<file path="config.mk">
export PLATFORM = sky130hd
export DESIGN_NAME = rcmc_controller
export DESIGN_NICKNAME = d
export VERILOG_FILES = /design/src/hdl/rcmc_pkg.sv /design/src/hdl/rcmc_controller.sv
export SDC_FILE = /design/constraint.sdc
export NUM_CORES = 1
export LEC_CHECK = 0
export ABC_AREA = 1
export BUFFER_PORTS_ARGS = -buffer_cell sky130_fd_sc_hd__buf_4
export CAP_MARGIN = 20
export CELL_PAD_IN_SITES_DETAIL_PLACEMENT = 1
export CELL_PAD_IN_SITES_GLOBAL_PLACEMENT = 1
export CORE_MARGIN = 4
export CORE_UTILIZATION = 42
export DETAILED_ROUTE_END_ITERATION = 10
export PLACE_DENSITY = 0.75
export SLEW_MARGIN = 10
export SYNTH_ARGS = -nofsm -noshare
export SYNTH_HDL_FRONTEND = slang
export SYNTH_SLANG_ARGS = --single-unit
</file>
<file path="constraint.sdc">
create_clock -name clk -period 1.85 [get_ports clk]
set_input_delay 0.185 -clock clk [delete_from_list [all_inputs] [get_ports clk]]
set_output_delay 0.185 -clock clk [all_outputs]
set_load 0.05 [all_outputs]
</file>
<file path="src/hdl/rcmc_pkg.sv">
package rcmc_pkg;

    // Clock and timing
    localparam longint CLK_HZ       = 40_000_000;
    localparam longint WINDOW_S     = 30;
    localparam longint RUN_MAX_S    = 10;
    localparam longint PAUSE_MS     = 500;
    localparam longint WINDOW_CYC   = WINDOW_S * CLK_HZ;
    localparam longint RUN_MAX_CYC  = RUN_MAX_S * CLK_HZ;
    localparam longint PAUSE_CYC    = (PAUSE_MS * CLK_HZ + 999) / 1000;

    // Speed threshold for the automatic raise
    localparam logic [7:0]  SPEED_RAISE_KMH = 8'h14;

    localparam int          CNT_W    = 32;
    localparam logic [31:0] CNT_ZERO = 32'h0;
    localparam logic [31:0] CNT_ONE  = 32'h1;

    // Direction of travel
    localparam logic DIR_UP   = 1'b1;
    localparam logic DIR_DOWN = 1'b0;

    typedef enum logic [1:0] {
        ST_IDLE  = 2'b00,
        ST_UP    = 2'b01,
        ST_DOWN  = 2'b10,
        ST_PAUSE = 2'b11
    } rcmc_state_type;

    // Pin inputs, all from outside the clock domain
    typedef struct packed {
        logic curtain_switch;
        logic ignition_switched_feed;
        logic inhibitor_reverse;
        logic inhibitor_park;
        logic motor_overcurrent;
    } rcmc_pin_type;

    // Motor drive outputs
    typedef struct packed {
        logic up;
        logic down;
    } rcmc_motor_type;

    localparam rcmc_pin_type   PIN_RST   = '{default: 1'b0};
    localparam rcmc_motor_type MOTOR_OFF = '{default: 1'b0};

endpackage

</file>
<file path="src/hdl/rcmc_controller.sv">
`timescale 1ns/100ps

// Operation
// - Each press outside the pause reverses the previous travel direction; a press during the pause is ignored
// - First press after battery connect goes up
// - Press during travel: stop, pause, then reverse
// - Overcurrent ends travel, both outputs off
// - Presses accepted 30 s after ignition off
// - Travel in progress finishes past window expiry
// - Motor stopped after 10 s of running
// - Reverse gear lowers raised curtain with ignition on
// - After reverse lowering, raise above 20 km/h
// - After reverse lowering, park raises the curtain
// - Manual lowering disables reverse and speed features
module rcmc_controller #(
    parameter logic [31:0] WINDOW_CYC  = 32'(rcmc_pkg::WINDOW_CYC),
    parameter logic [31:0] RUN_MAX_CYC = 32'(rcmc_pkg::RUN_MAX_CYC),
    parameter logic [31:0] PAUSE_CYC   = 32'(rcmc_pkg::PAUSE_CYC)
) (
    input  wire logic                     clk,
    input  wire logic                     rst_b,
    input  wire rcmc_pkg::rcmc_pin_type   pins,
    input  wire logic [7:0]               speed_kmh,
    output rcmc_pkg::rcmc_motor_type      motor_cmd_ff
);

    function automatic logic cnt_done(input logic [31:0] cnt, input logic [31:0] lim);
        cnt_done = (cnt >= (lim - rcmc_pkg::CNT_ONE));
    endfunction

    // Input synchroniser and edge detection
    rcmc_pkg::rcmc_pin_type  sync1_ff;
    rcmc_pkg::rcmc_pin_type  sync2_ff;
    rcmc_pkg::rcmc_pin_type  prev_ff;

    always_ff @(posedge clk or negedge rst_b) begin
        if (!rst_b) begin
            sync1_ff <= rcmc_pkg::PIN_RST;
            sync2_ff <= rcmc_pkg::PIN_RST;
            prev_ff  <= rcmc_pkg::PIN_RST;
        end else begin
            sync1_ff <= pins;
            sync2_ff <= sync1_ff;
            prev_ff  <= sync2_ff;
        end
    end

    logic ignition_state;
    logic press;
    logic rev_rise;
    logic park_rise;
    logic ovc;
    assign ignition_state       = sync2_ff.ignition_switched_feed;
    assign press     = sync2_ff.curtain_switch & ~prev_ff.curtain_switch;
    assign rev_rise  = sync2_ff.inhibitor_reverse & ~prev_ff.inhibitor_reverse;
    assign park_rise = sync2_ff.inhibitor_park & ~prev_ff.inhibitor_park;
    assign ovc       = sync2_ff.motor_overcurrent;

    // Post-ignition-off operating window
    logic [31:0] win_cnt_ff;
    logic [31:0] nxt_win_cnt;
    logic        win_active_ff;
    logic        nxt_win_active;
    logic        accept;

    always_comb begin
        nxt_win_cnt    = win_cnt_ff;
        nxt_win_active = win_active_ff;
        if (ignition_state) begin
            nxt_win_cnt    = rcmc_pkg::CNT_ZERO;
            nxt_win_active = 1'b1;
        end else if (win_active_ff) begin
            if (cnt_done(win_cnt_ff, WINDOW_CYC)) begin
                nxt_win_active = 1'b0;
            end else begin
                nxt_win_cnt = win_cnt_ff + rcmc_pkg::CNT_ONE;
            end
        end
    end

    always_ff @(posedge clk or negedge rst_b) begin
        if (!rst_b) begin
            win_cnt_ff    <= rcmc_pkg::CNT_ZERO;
            win_active_ff <= 1'b0;
        end else begin
            win_cnt_ff    <= nxt_win_cnt;
            win_active_ff <= nxt_win_active;
        end
    end

    assign accept = ignition_state | win_active_ff;

    // Motion control
    rcmc_pkg::rcmc_state_type  state_ff;
    rcmc_pkg::rcmc_state_type  nxt_state;
    logic [31:0]               cnt_ff;
    logic [31:0]               nxt_cnt;
    logic                      last_dir_ff;
    logic                      nxt_last_dir;
    logic                      pos_up_ff;
    logic                      nxt_pos_up;
    logic                      auto_en_ff;
    logic                      nxt_auto_en;
    logic                      rev_lowered_ff;
    logic                      nxt_rev_lowered;
    rcmc_pkg::rcmc_motor_type  nxt_motor;
    logic                      press_ok;
    logic                      moving;
    logic                      run_done;
    logic                      rev_trig;
    logic                      raise_trig;

    assign press_ok   = press & accept;
    assign moving     = (state_ff == rcmc_pkg::ST_UP) | (state_ff == rcmc_pkg::ST_DOWN);
    assign run_done   = cnt_done(cnt_ff, RUN_MAX_CYC);
    assign rev_trig   = ignition_state & rev_rise & pos_up_ff & auto_en_ff;
    assign raise_trig = rev_lowered_ff &
                        ((ignition_state & auto_en_ff & (speed_kmh > rcmc_pkg::SPEED_RAISE_KMH)) |
                         park_rise);

    always_comb begin
        nxt_state       = state_ff;
        nxt_cnt         = cnt_ff;
        nxt_last_dir    = last_dir_ff;
        nxt_pos_up      = pos_up_ff;
        nxt_auto_en     = auto_en_ff;
        nxt_rev_lowered = rev_lowered_ff;
        case (state_ff)
            rcmc_pkg::ST_IDLE: begin
                nxt_cnt = rcmc_pkg::CNT_ZERO;
                if (press_ok) begin
                    nxt_last_dir    = ~last_dir_ff;
                    nxt_rev_lowered = 1'b0;
                    if (last_dir_ff == rcmc_pkg::DIR_DOWN) begin
                        nxt_state   = rcmc_pkg::ST_UP;
                        nxt_auto_en = 1'b1;
                    end else begin
                        nxt_state  = rcmc_pkg::ST_DOWN;
                        nxt_pos_up = 1'b0;
                        if (pos_up_ff) begin
                            nxt_auto_en = 1'b0;
                        end
                    end
                end else if (rev_trig) begin
                    nxt_state       = rcmc_pkg::ST_DOWN;
                    nxt_last_dir    = rcmc_pkg::DIR_DOWN;
                    nxt_pos_up      = 1'b0;
                    nxt_rev_lowered = 1'b1;
                end else if (raise_trig) begin
                    nxt_state       = rcmc_pkg::ST_UP;
                    nxt_last_dir    = rcmc_pkg::DIR_UP;
                    nxt_rev_lowered = 1'b0;
                end
            end
            rcmc_pkg::ST_UP, rcmc_pkg::ST_DOWN: begin
                if (ovc | run_done) begin
                    nxt_state = rcmc_pkg::ST_IDLE;
                    if (state_ff == rcmc_pkg::ST_UP) begin
                        nxt_pos_up = 1'b1;
                    end
                end else if (press_ok) begin
                    nxt_state       = rcmc_pkg::ST_PAUSE;
                    nxt_cnt         = rcmc_pkg::CNT_ZERO;
                    nxt_rev_lowered = 1'b0;
                end else begin
                    nxt_cnt = cnt_ff + rcmc_pkg::CNT_ONE;
                end
            end
            rcmc_pkg::ST_PAUSE: begin
                if (cnt_done(cnt_ff, PAUSE_CYC)) begin
                    nxt_cnt      = rcmc_pkg::CNT_ZERO;
                    nxt_last_dir = ~last_dir_ff;
                    if (last_dir_ff == rcmc_pkg::DIR_DOWN) begin
                        nxt_state   = rcmc_pkg::ST_UP;
                        nxt_auto_en = 1'b1;
                    end else begin
                        nxt_state  = rcmc_pkg::ST_DOWN;
                        nxt_pos_up = 1'b0;
                    end
                end else begin
                    nxt_cnt = cnt_ff + rcmc_pkg::CNT_ONE;
                end
            end
            default: begin
                nxt_state = rcmc_pkg::ST_IDLE;
            end
        endcase
        // Outputs follow the next state; every reversal during travel passes the pause state
        nxt_motor.up   = (nxt_state == rcmc_pkg::ST_UP);
        nxt_motor.down = (nxt_state == rcmc_pkg::ST_DOWN);
    end

    always_ff @(posedge clk or negedge rst_b) begin
        if (!rst_b) begin
            state_ff       <= rcmc_pkg::ST_IDLE;
            cnt_ff         <= rcmc_pkg::CNT_ZERO;
            last_dir_ff    <= rcmc_pkg::DIR_DOWN;
            pos_up_ff      <= 1'b0;
            auto_en_ff     <= 1'b1;
            rev_lowered_ff <= 1'b0;
            motor_cmd_ff   <= rcmc_pkg::MOTOR_OFF;
        end else begin
            state_ff       <= nxt_state;
            cnt_ff         <= nxt_cnt;
            last_dir_ff    <= nxt_last_dir;
            pos_up_ff      <= nxt_pos_up;
            auto_en_ff     <= nxt_auto_en;
            rev_lowered_ff <= nxt_rev_lowered;
            motor_cmd_ff   <= nxt_motor;
        end
    end

    // Checking helper: any accepted press seen since reset
    logic seen_press_ff;
    always_ff @(posedge clk or negedge rst_b) begin
        if (!rst_b) begin
            seen_press_ff <= 1'b0;
        end else if (press_ok) begin
            seen_press_ff <= 1'b1;
        end
    end

    property p_toggle;
        @(posedge clk) disable iff (!rst_b)
        (state_ff == rcmc_pkg::ST_IDLE && press_ok) |=> (last_dir_ff != $past(last_dir_ff));
    endproperty
    a_toggle: assert property (p_toggle) else $error("Press did not toggle direction");
    property p_first_up;
        @(posedge clk) disable iff (!rst_b)
        (state_ff == rcmc_pkg::ST_IDLE && press_ok && !seen_press_ff)
            |=> (state_ff == rcmc_pkg::ST_UP) ##1 motor_cmd_ff.up;
    endproperty
    a_first_up: assert property (p_first_up) else $error("First press did not go up");
    property p_pause_reverse;
        @(posedge clk) disable iff (!rst_b)
        (moving && press_ok && !ovc && !run_done)
            |=> (state_ff == rcmc_pkg::ST_PAUSE) && !motor_cmd_ff.up && !motor_cmd_ff.down;
    endproperty
    a_pause_reverse: assert property (p_pause_reverse) else $error("No pause on press");
    property p_overcurrent;
        @(posedge clk) disable iff (!rst_b)
        (moving && ovc) |=> (state_ff == rcmc_pkg::ST_IDLE) && (motor_cmd_ff == '0);
    endproperty
    a_overcurrent: assert property (p_overcurrent) else $error("Overcurrent did not stop");
    property p_window_closed;
        @(posedge clk) disable iff (!rst_b)
        (state_ff == rcmc_pkg::ST_IDLE && press && !accept) |=> (state_ff == rcmc_pkg::ST_IDLE);
    endproperty
    a_window_closed: assert property (p_window_closed) else $error("Press taken outside window");
    property p_finish_motion;
        @(posedge clk) disable iff (!rst_b)
        (moving && !accept && !ovc && !run_done) |=> (state_ff == $past(state_ff));
    endproperty
    a_finish_motion: assert property (p_finish_motion) else $error("Motion cut at window end");
    property p_run_limit;
        @(posedge clk) disable iff (!rst_b)
        (moving && run_done) |=> !motor_cmd_ff.up && !motor_cmd_ff.down;
    endproperty
    a_run_limit: assert property (p_run_limit) else $error("Run limit not enforced");
    property p_reverse_lower;
        @(posedge clk) disable iff (!rst_b)
        (state_ff == rcmc_pkg::ST_IDLE && !press_ok && rev_trig) |=> motor_cmd_ff.down;
    endproperty
    a_reverse_lower: assert property (p_reverse_lower) else $error("Reverse did not lower");
    property p_no_slow_raise;
        @(posedge clk) disable iff (!rst_b)
        (state_ff == rcmc_pkg::ST_IDLE && !press_ok && !park_rise
            && speed_kmh <= rcmc_pkg::SPEED_RAISE_KMH) |=> !motor_cmd_ff.up;
    endproperty
    a_no_slow_raise: assert property (p_no_slow_raise) else $error("Raise at low speed");
    property p_park_raise;
        @(posedge clk) disable iff (!rst_b)
        (state_ff == rcmc_pkg::ST_IDLE && !press_ok && !rev_trig && rev_lowered_ff && park_rise)
            |=> motor_cmd_ff.up;
    endproperty
    a_park_raise: assert property (p_park_raise) else $error("Park did not raise");
    property p_manual_lock;
        @(posedge clk) disable iff (!rst_b)
        (state_ff == rcmc_pkg::ST_IDLE && !auto_en_ff && !press_ok) |=> !motor_cmd_ff.down;
    endproperty
    a_manual_lock: assert property (p_manual_lock) else $error("Auto lower while disabled");
    property p_exclusive;
        @(posedge clk) disable iff (!rst_b)
        !(motor_cmd_ff.up && motor_cmd_ff.down)
            and ($fell(motor_cmd_ff.up) |-> !motor_cmd_ff.down)
            and ($fell(motor_cmd_ff.down) |-> !motor_cmd_ff.up);
    endproperty
    a_exclusive: assert property (p_exclusive) else $error("Motor outputs overlap");

    c_pause: cover property (@(posedge clk) disable iff (!rst_b)
        state_ff == rcmc_pkg::ST_PAUSE ##1 state_ff != rcmc_pkg::ST_PAUSE);
    c_rev: cover property (@(posedge clk) disable iff (!rst_b)
        rev_lowered_ff && motor_cmd_ff.down);
    c_ovc: cover property (@(posedge clk) disable iff (!rst_b) moving && ovc);
    c_window: cover property (@(posedge clk) disable iff (!rst_b) $fell(win_active_ff));

endmodule

</file>
==> metrics.yaml, run 1 <==
clk_pin_slew_ns: 0.07
num-fill-cells: 1530
port_buffers: 16
ys_async_sr_fraction_pct: 100
period_needed_ns: 1.98
top_layer: "met4"
cts_root_buffer: "clkbuf_16"
antenna_found_initial: 0
cts_buffers: 9
clock_skew_ns: 0.00669
maxCapViolations: 0
rows: 40
wl_met2_mm: 11.1
tns_ns: -1.90
core_area_sq_um: 12300
die_area_sq_um: 14600
worstMarginPinSlew_ns: 0.445
synth_edf_count: 0
fin_crit_sh_pct: 107
cts_tree: "built"
status: "finished, violations left"
clkLatencyLatePin_ns: 0.35
critPathRequiredTime_ns: 2.14
setup_slack_ns: -0.126
r2r-end: "cnt_ff[27]"
first_pass_iters: 4
grt_usage_pct: 24.9
gr-total-overflow: 0
nets: 889
drv_slew: 0
syn_avg_cell_area_sq_um: 7.18
initial_core_util_pct: 43.7
die_h_um: 121
synth_most_common_cell: "nand2_1"
r2r_start: "cnt_ff[11]"
vias_per_cell: 5.49
grt_start_max_net_pins: 58
yosysTopAreaCell: "dfrtp_1"
drt-initial-drc-count: 329
cp-end-kind: "register"
power.density_nw_per_um2: 831
postRouteAntennaNets: 0
totalWireLength_mm: 20.7
m1WireLength_mm: 8.11
synth-main-ff-cell: "dfrtp_1"
rsz0062_at_grt: "true"
io_pins: 17
r2r_slack_ns: -0.13
violations: "setup timing"
grt_pass1_vias: 5824
arrival_ns: 2.27
synth_area_leaders: "dfrtp_1 40%, nand2_1 14%, nor2_1 8.2%"
wl_per_cell_um: 19.9
htree_num_levels: 3
hp-class: "in -> async"
setup_violations: 38
ys_seq_area_share_pct: 40.2
crit_path_max_fanout: 7
syn_area_sq_um: 5360
die_w_um: 121
synth_cell_type_count: 40
ir_drop_uv: 628
netlist.area_leader.share_pct: 39.7
p_leak_nw: 3.45
syn_to_final_growth_pct: 38.1
start_kind: "register"
synth-seq-cells: 86
drc: 0
synth_nets: 767
fin_util_pct: 60.3
final_layout_size_suffix_gt1_share_pct: 32.0
dpl.hpwl_mm: 12.6
gp_congestion: 0.926
relSlewSlack_pct: 70.3
wl_met3_um: 733
synthCells: 746
timing.hold.ws_ns: 0.313
ys_top_cells_by_count: "199 x nand2_1, 117 x nor2_1, 86 x inv_1"
vias: 5715
cts_buffer_depth: 2
n_antenna_cell: 0
max_freq_ghz: 0.506
r2r_cells: 11
worstSetupPathType: "reg -> reg"
final_hold_viol_count: 0
cts_sinks: 86
ys_warn_count: 0
grt_pass1_wl_mm: 28.9
[sequential cells by signal, indices dropped and copies added, names as in the netlist, 2 cells and up]
name / cells
prev_ff: 3
state_ff: 2
win_cnt_ff: 32
sync1_ff: 5
sync2_ff: 3
cnt_ff: 32
motor_cmd_ff: 2
[worst max-delay path, stage by stage (launching register included)]
cell and delay, ns:
dfrtp_1 0.44, inv_2 0.14, nand3_1 0.16, nor3_4 0.20, nand2_4 0.08, nand3_4 0.07
nand2_4 0.09, nand2_8 0.13, inv_1 0.12, nor2_2 0.22, nand3_1 0.16, nand2_1 0.10
[worst max path at each step]
stage / start / to / slack (ns)
6_report: cnt_ff[11] / cnt_ff[27] / -0.13
3_5_place_dp: cnt_ff[0] / cnt_ff[26] / -0.13
3_3_place_gp: cnt_ff[0] / cnt_ff[25] / -0.01
2_1_floorplan: cnt_ff[0] / cnt_ff[9] / 0.09
4_1_cts: cnt_ff[21] / cnt_ff[13] / -0.006
5_1_grt: cnt_ff[1] / pos_up_ff / -0.24
[timing repair]
action	CTS	global route
pin swaps	6	34
resized for setup	22	138
endpoints found under the hold margin	32	0
setup endpoints to repair	60	72
gates cloned	0	7
hold buffers	6	0
setup buffers	8	16
[through the flow]
stage | cell area (sq um) | instances | total power [W] | setup WS [ns]
6_report | 7400 | 1041 | 0.00615 | -0.126
5_1_grt | 7400 | 1041 | 0.00642 | -0.244
4_1_cts | 6680 | 1018 | 0.00578 | -0.00588
3_5_place_dp | 6200 | 988 | 0.00392 | -0.125
3_3_place_gp | 6200 | 988 | 0.00383 | -0.0149
2_1_floorplan | 5360 | 746 | 0.00314 | 0.0922
[cell families (layout without fill, tap and decap cells)]
kind of cell | Yosys count | in the layout | share of synthesized area, %
AOI/OAI and AO/OA | 53 | 53 | 5.72
DFF | 86 | 86 | 40.2
buffers and inverters | 105 | 231 | 8.48
xor gates and xnor gates | 41 | 41 | 6.70
and+or+nand+nor | 455 | 456 | 37.5
adders and majority gates | 6 | 6 | 1.40
[power breakdown]
group          leakage, nW  switching (W)  internal, W
clock network        0.143       0.000827     0.000955
logic                 2.17        0.00142     0.000857
registers             1.14      0.0000918      0.00200
[placed cells by master, fill, tap and decap left out, types with 12 or more instances in the layout]
cell type	synthesis	final
nor3_1	23	13
nand2_2	4	40
nor2_1	117	106
o21ai_1	15	14
nand2_1	199	140
dfrtp_1	85	80
inv_1	86	81
nand4_1	20	20
nand3_1	67	63
xor2_1	35	34
nand2_4	5	26
nor2_2	4	12
buf_4	0	105
clkbuf_16	0	13
[metal layers]
layer,vias to the layer above,global-route usage (%)
met3,58,4.29
met2,148,46.9
met1,2890,28.3
li1,2619,-
met5,-,0
met4,0,8.14
[final cells by class]
cell class | instances | area, sq um | area share, %
inverters | 88 | 338 | 4.57
multi-input cells | 556 | 3270 | 44.2
clock inverters | 6 | 45.0 | 0.609
flip-flops and latches | 86 | 2160 | 29.2
well taps | 168 | 210 | 2.84
clock buffers | 10 | 239 | 3.23
repair buffers | 127 | 1140 | 15.4
Power figures use the tool's default switching activity.
==> inputs of run 2 (changes only) <==
--- a/config.mk
+++ b/config.mk
@@ -11,9 +11,9 @@
 export CELL_PAD_IN_SITES_DETAIL_PLACEMENT = 1
 export CELL_PAD_IN_SITES_GLOBAL_PLACEMENT = 1
 export CORE_MARGIN = 4
-export CORE_UTILIZATION = 42
+export CORE_UTILIZATION = 50
 export DETAILED_ROUTE_END_ITERATION = 10
-export PLACE_DENSITY = 0.75
+export PLACE_DENSITY = 0.84
 export SLEW_MARGIN = 10
 export SYNTH_ARGS = -nofsm -noshare
 export SYNTH_HDL_FRONTEND = slang
==> constraint.sdc (replaced) <==
create_clock -name clk -period 2.4 [get_ports clk]
set_input_delay 0.24 -clock clk [delete_from_list [all_inputs] [get_ports clk]]
set_output_delay 0.24 -clock clk [all_outputs]
set_load 0.05 [all_outputs]
==> metrics.yaml, run 2 (same netlist as run 1, synthesis figures left out) <==
wl_per_cell_um: 16.0  # -19%
drc: 0  # unchanged
clkLatencyLatePin_ns: 0.38  # +0.03 ns
cts_tree: "built"
rsz0062_at_grt: "false"
max_freq_ghz: 0.454  # -10%
power.density_nw_per_um2: 633  # -24%
die_area_sq_um: 12400  # -15%
maxCapViolations: 0  # unchanged
die_h_um: 112  # -7.8%
cts_setup_buffers: 0  # -8
antenna_found_initial: 0  # unchanged
core_area_sq_um: 10400  # -15%
postRouteAntennaNets: 0  # unchanged
hp-class: "reg -> reg"
critPathRequiredTime_ns: 2.70  # +0.56 ns
ir_drop_uv: 532  # -15%
drt-initial-drc-count: 261  # -21%
dpl.hpwl_mm: 11.1  # -12%
die_w_um: 112  # -7.8%
r2r_start: "cnt_ff[1]"
fin_crit_sh_pct: 91.8  # -15 points
tns_ns: 0  # +1.90 ns
cts_sinks: 86  # unchanged
r2r_slack_ns: 0.20  # +0.32 ns
whs_path_depth: 0
htree_num_levels: 3  # unchanged
reg_top3: "cnt_ff x32, win_cnt_ff x32, sync1_ff x5"
worstMarginPinSlew_ns: 0.624  # +0.180 ns
cts_buffer_depth: 2  # unchanged
r2r-end: "cnt_ff[16]"
hp-start: "sync1_ff[2]"
vias_per_cell: 5.41  # -1.5%
status: "finished, final reports clean"
final_common_cell: "nand2_1"
final_layout_size_suffix_gt1_share_pct: 8.89  # -23 points
setup_violations: 0  # -100%
drv_slew: 0  # unchanged
period_needed_ns: 2.20  # +0.226 ns
n_antenna_cell: 0  # unchanged
worstSetupPathType: "reg -> reg"
layout.cells.non_filler: 912  # -12%
gp_congestion: 0.874  # -5.5%
arrival_ns: 2.51  # +0.24 ns
io_pins: 17  # unchanged
cts_buffers: 9  # unchanged
rows: 37  # -7.5%
grt_usage_pct: 25.1  # +0.15 points
finish.instance_area_sq_um: 5860  # -21%
grt_pass1_vias: 5338  # -8.3%
nets: 792  # -11%
cts_root_buffer: "clkbuf_8"
crit_path_max_fanout: 20  # +13
vias: 4933  # -14%
start_kind: "register"
relSlewSlack_pct: 58.4  # -12 points
cp-end-kind: "register"
p_leak_nw: 2.73  # -21%
clk_pin_slew_ns: 0.10  # +0.03 ns
placed_area_sq_um: 5620  # -9.4%
first_pass_iters: 4  # unchanged
timing.hold.ws_ns: 0.355  # +0.0425 ns
grt_start_max_net_pins: 48  # -17%
initial_core_util_pct: 51.7  # +8.0 points
final_hold_viol_count: 0  # unchanged
grt_pass1_wl_mm: 25.4  # -12%
gr-total-overflow: 0  # unchanged
layout_common_cells: "199 x nand2_1, 116 x nor2_1, 86 x inv_1, 85 x dfrtp_1, 67 x nand3_1"
r2r_cells: 12  # +1
num-fill-cells: 1380  # -9.8%
place_inst: 890  # -9.9%
totalWireLength_mm: 14.6  # -29%
finalPower_w: 0.00371  # -40%
min_to: "sync2_ff[2]"
clock_skew_ns: 0.0172  # +0.0105 ns
port_buffers: 16  # unchanged
syn_to_final_growth_pct: 9.48
[run 2: cell types whose count changed in the layout (fill, tap and decap cells not counted), sizes merged]
cell and delta:
clkinv -3, clkinvlp +1, inv +1, nand2 -1
clkbuf -3, buf -92
[run 2: metal layers]
metal / part of all wire, % / routed length, um / vias to the layer above / track usage (%)
li1: - / - / 2412 / -
met1: 42 / 6210 / 2427 / 28.6
met2: 52 / 7650 / 63 / 45.9
met3: 2.6 / 385 / 31 / 5.65
met4: 2.6 / 379 / 0 / 8.92
met5: 0 / 0 / - / 0
[run 2: how the worst max path moves through the flow]
stage | slack (ns) | endpoint | cells past startpoint | from
2_1_floorplan | 0.64 | cnt_ff[9] | 12 | cnt_ff[0]
3_3_place_gp | 0.24 | cnt_ff[25] | 12 | cnt_ff[0]
3_5_place_dp | 0.20 | win_cnt_ff[10] | 10 | win_cnt_ff[29]
4_1_cts | 0.16 | cnt_ff[26] | 12 | cnt_ff[0]
5_1_grt | 0.001 | win_cnt_ff[29] | 10 | win_cnt_ff[28]
6_report | 0.20 | cnt_ff[16] | 12 | cnt_ff[1]
[run 2: cell type report]
cell class / instances / area [sq um] / area share [%]
multi-input combinational: 555 / 2750 / 46.9
clock buffer: 11 / 141 / 2.41
clock inverter: 5 / 42.5 / 0.725
timing repair buffer: 31 / 273 / 4.65
tap: 136 / 170 / 2.90
sequential: 86 / 2150 / 36.7
inverter: 88 / 333 / 5.68
[run 2: power breakdown]
group	internal [W]	total (W)	switching (W)
sequential	0.00154	0.00160	0.0000662
clock	0.000416	0.000985	0.000569
combinational	0.000326	0.00112	0.000795
total	0.00228	0.00371	0.00143
[run 2: timing repair]
| action | in CTS | in global routing |
|---|---|---|
| hold buffers | 6 | 0 |
| endpoints found under the hold margin | 51 | 0 |
| setup endpoints to repair | 0 | 3 |
| resized for setup | 0 | 1 |
[run 2: metrics by stage]
stage,setup WS [ns],util [%]
floorplan,0.642,-
CTS,0.156,56.5
global placement,0.243,54.2
finish,0.198,56.6
detailed placement,0.205,54.2
global route,0.00149,56.6
[run 2: worst max-delay path, cell delays in order, from the launching register on]
cell and delay, ns:
dfrtp_1 0.38, ha_1 0.21, nand3_1 0.14, nor2_2 0.19
nand2_1 0.11, nand2_1 0.11, nand3_2 0.11, nand2_2 0.12
nand2_4 0.16, buf_12 0.21, nand2_4 0.13, inv_4 0.11
nor2_1 0.11
==> inputs of run 3 (changes only) <==
--- a/config.mk
+++ b/config.mk
@@ -13,6 +13,7 @@
 export CORE_MARGIN = 4
 export CORE_UTILIZATION = 50
 export DETAILED_ROUTE_END_ITERATION = 10
+export GPL_TIMING_DRIVEN = 0
 export PLACE_DENSITY = 0.84
 export SLEW_MARGIN = 10
 export SYNTH_ARGS = -nofsm -noshare
==> metrics.yaml, run 3 (same netlist as run 1, synthesis figures left out) <==
gr-total-overflow: 0  # unchanged
rsz0062_at_grt: "false"
core_area_sq_um: 10400  # unchanged
dpl.hpwl_mm: 11.6  # +4.6%
final_common_cell: "nand2_1"
drt-initial-drc-count: 215  # -18%
drv_slew: 0  # unchanged
reg_top3: "cnt_ff x32, win_cnt_ff x32, sync1_ff x5"
p_leak_nw: 2.73  # +0.22%
htree_num_levels: 3  # unchanged
tns_ns: 0  # unchanged
layout_common_cells: "198 x nand2_1, 116 x nor2_1, 85 x inv_1, 85 x dfrtp_1, 66 x nand3_1"
rows: 37  # unchanged
die_area_sq_um: 12400  # unchanged
cts_setup_buffers: 0  # unchanged
nets: 801  # +1.1%
drc: 0  # unchanged
die_h_um: 112  # unchanged
cts_tree: "built"
setup_violations: 0  # unchanged
vias_per_cell: 5.41  # about the same
clkLatencyLatePin_ns: 0.38  # about the same
place_ws_ns: 0.0967  # -0.108 ns
relSlewSlack_pct: 61.0  # +2.6 points
critPathRequiredTime_ns: 2.66  # -0.04 ns
start_kind: "register"
crit_path_max_fanout: 10  # -50%
power.density_nw_per_um2: 628  # -0.69%
initial_core_util_pct: 51.7  # unchanged
status: "finished, final reports clean"
worstSetupPathType: "reg -> reg"
gp_congestion: 0.901  # +3.0%
final_layout_size_suffix_gt1_share_pct: 9.55  # +0.66 points
grt_pass1_vias: 5379  # +0.77%
cts_sinks: 86  # unchanged
antenna_found_initial: 0  # unchanged
grt_usage_pct: 25.9  # +0.87 points
cp-end-kind: "register"
clk_pin_slew_ns: 0.09  # about the same
grt_pass1_wl_mm: 26.0  # +2.4%
port_buffers: 16  # unchanged
worstMarginPinSlew_ns: 0.585  # -0.0396 ns
first_pass_iters: 4  # unchanged
postRouteAntennaNets: 0  # unchanged
maxCapViolations: 0  # unchanged
clock_skew_ns: 0.0173  # +0.000114 ns
cts_root_buffer: "clkbuf_8"
arrival_ns: 2.49  # -0.02 ns
cts_buffer_depth: 2  # unchanged
wl_per_cell_um: 16.8  # +4.7%
hp-class: "in -> async"
final_hold_viol_count: 0  # unchanged
n_antenna_cell: 0  # unchanged
vias: 4986  # +1.1%
period_needed_ns: 2.22  # +0.0223 ns
cts_buffers: 9  # unchanged
grt_start_max_net_pins: 87  # +81%
fin_crit_sh_pct: 92.7  # +0.93 points
finalPower_w: 0.00372  # +0.16%
io_pins: 17  # unchanged
syn_to_final_growth_pct: 10.4
setup_slack_ns: 0.175  # -0.0223 ns
totalWireLength_mm: 15.4  # +5.7%
die_w_um: 112  # unchanged
max_freq_ghz: 0.449  # -1.0%
ir_drop_uv: 428  # -19%
## run 3: cell types whose count changed in the layout (fill, tap and decap cells not counted), sizes merged
cell | before | now
clkbuf | 11 | 17
buf | 25 | 28
inv | 90 | 87
clkinv | 2 | 4
clkinvlp | 1 | 2
## run 3: worst max-delay path: stages (launching register included)
cell and delay, ns:
dfrtp_1 0.40, ha_2 0.25, nand3_2 0.13, nor2_4 0.17, nand2_1 0.11, nand2_1 0.15
nand3_2 0.11, nand2_2 0.13, nand2_4 0.13, buf_6 0.19, nand2_1 0.09, xor2_1 0.17
nor2_1 0.07
## run 3: timing repair
| item | CTS | global route |
|---|---|---|
| hold buffers | 5 | 1 |
| setup endpoints to repair | 0 | 23 |
| hold endpoints to repair | 5 | 33 |
| gates resized for setup | 0 | 6 |
## run 3: where the power goes
group / switching (W) / total (W) / internal (W)
Combinational: 0.000843 / 0.00120 / 0.000359
Clock: 0.000538 / 0.000908 / 0.000370
Sequential: 0.0000683 / 0.00161 / 0.00154
Total: 0.00145 / 0.00372 / 0.00227
## run 3: layer usage
layer | global-route usage [%] | wire length (um) | up-vias | part of all wire [%]
met1 | 29.9 | 6360 | 2446 | 41
met2 | 46.4 | 8120 | 70 | 53
li1 | - | - | 2435 | -
met3 | 5.82 | 454 | 35 | 2.9
met4 | 10.6 | 516 | 0 | 3.3
met5 | 0 | 0 | - | 0
## run 3: layout make-up
cell class | count | area [sq um]
repair buffers | 23 | 208
clock buffers | 11 | 131
fillers | 1377 | 4460
clock inverters | 5 | 27.5
plain buffers | 17 | 121
well taps | 136 | 170
flip-flops and latches | 86 | 2150
multi-input cells | 555 | 2770
inverters | 88 | 337
## run 3: worst paths after layout
kind                            cells past startpoint          end        start  slack (ns)
worst max-delay path                               12   cnt_ff[19]    cnt_ff[0]        0.18
worst min-delay path                                2   cnt_ff[16]        rst_b        0.35
worst max register to register                     12   cnt_ff[19]    cnt_ff[0]        0.18
worst min register to register                      0  sync2_ff[4]  sync1_ff[4]        0.35
max in group asynchronous                           3   auto_en_ff        rst_b        1.36
min in group clk                                    0  sync2_ff[4]  sync1_ff[4]        0.35
## run 3: metrics by stage
stage / hold slack (ns) / area, sq um / cells / utilization (%)
6_report: 0.351 / 5910 / 921 / 57.0
5_1_grt: 0.376 / 5910 / 921 / 57.0
4_1_cts: 0.0980 / 5860 / 919 / 56.5
3_5_place_dp: 0.337 / 5650 / 898 / 54.5
3_3_place_gp: 0.332 / 5650 / 898 / 54.5
2_1_floorplan: -0.0556 / 5360 / 746 / -
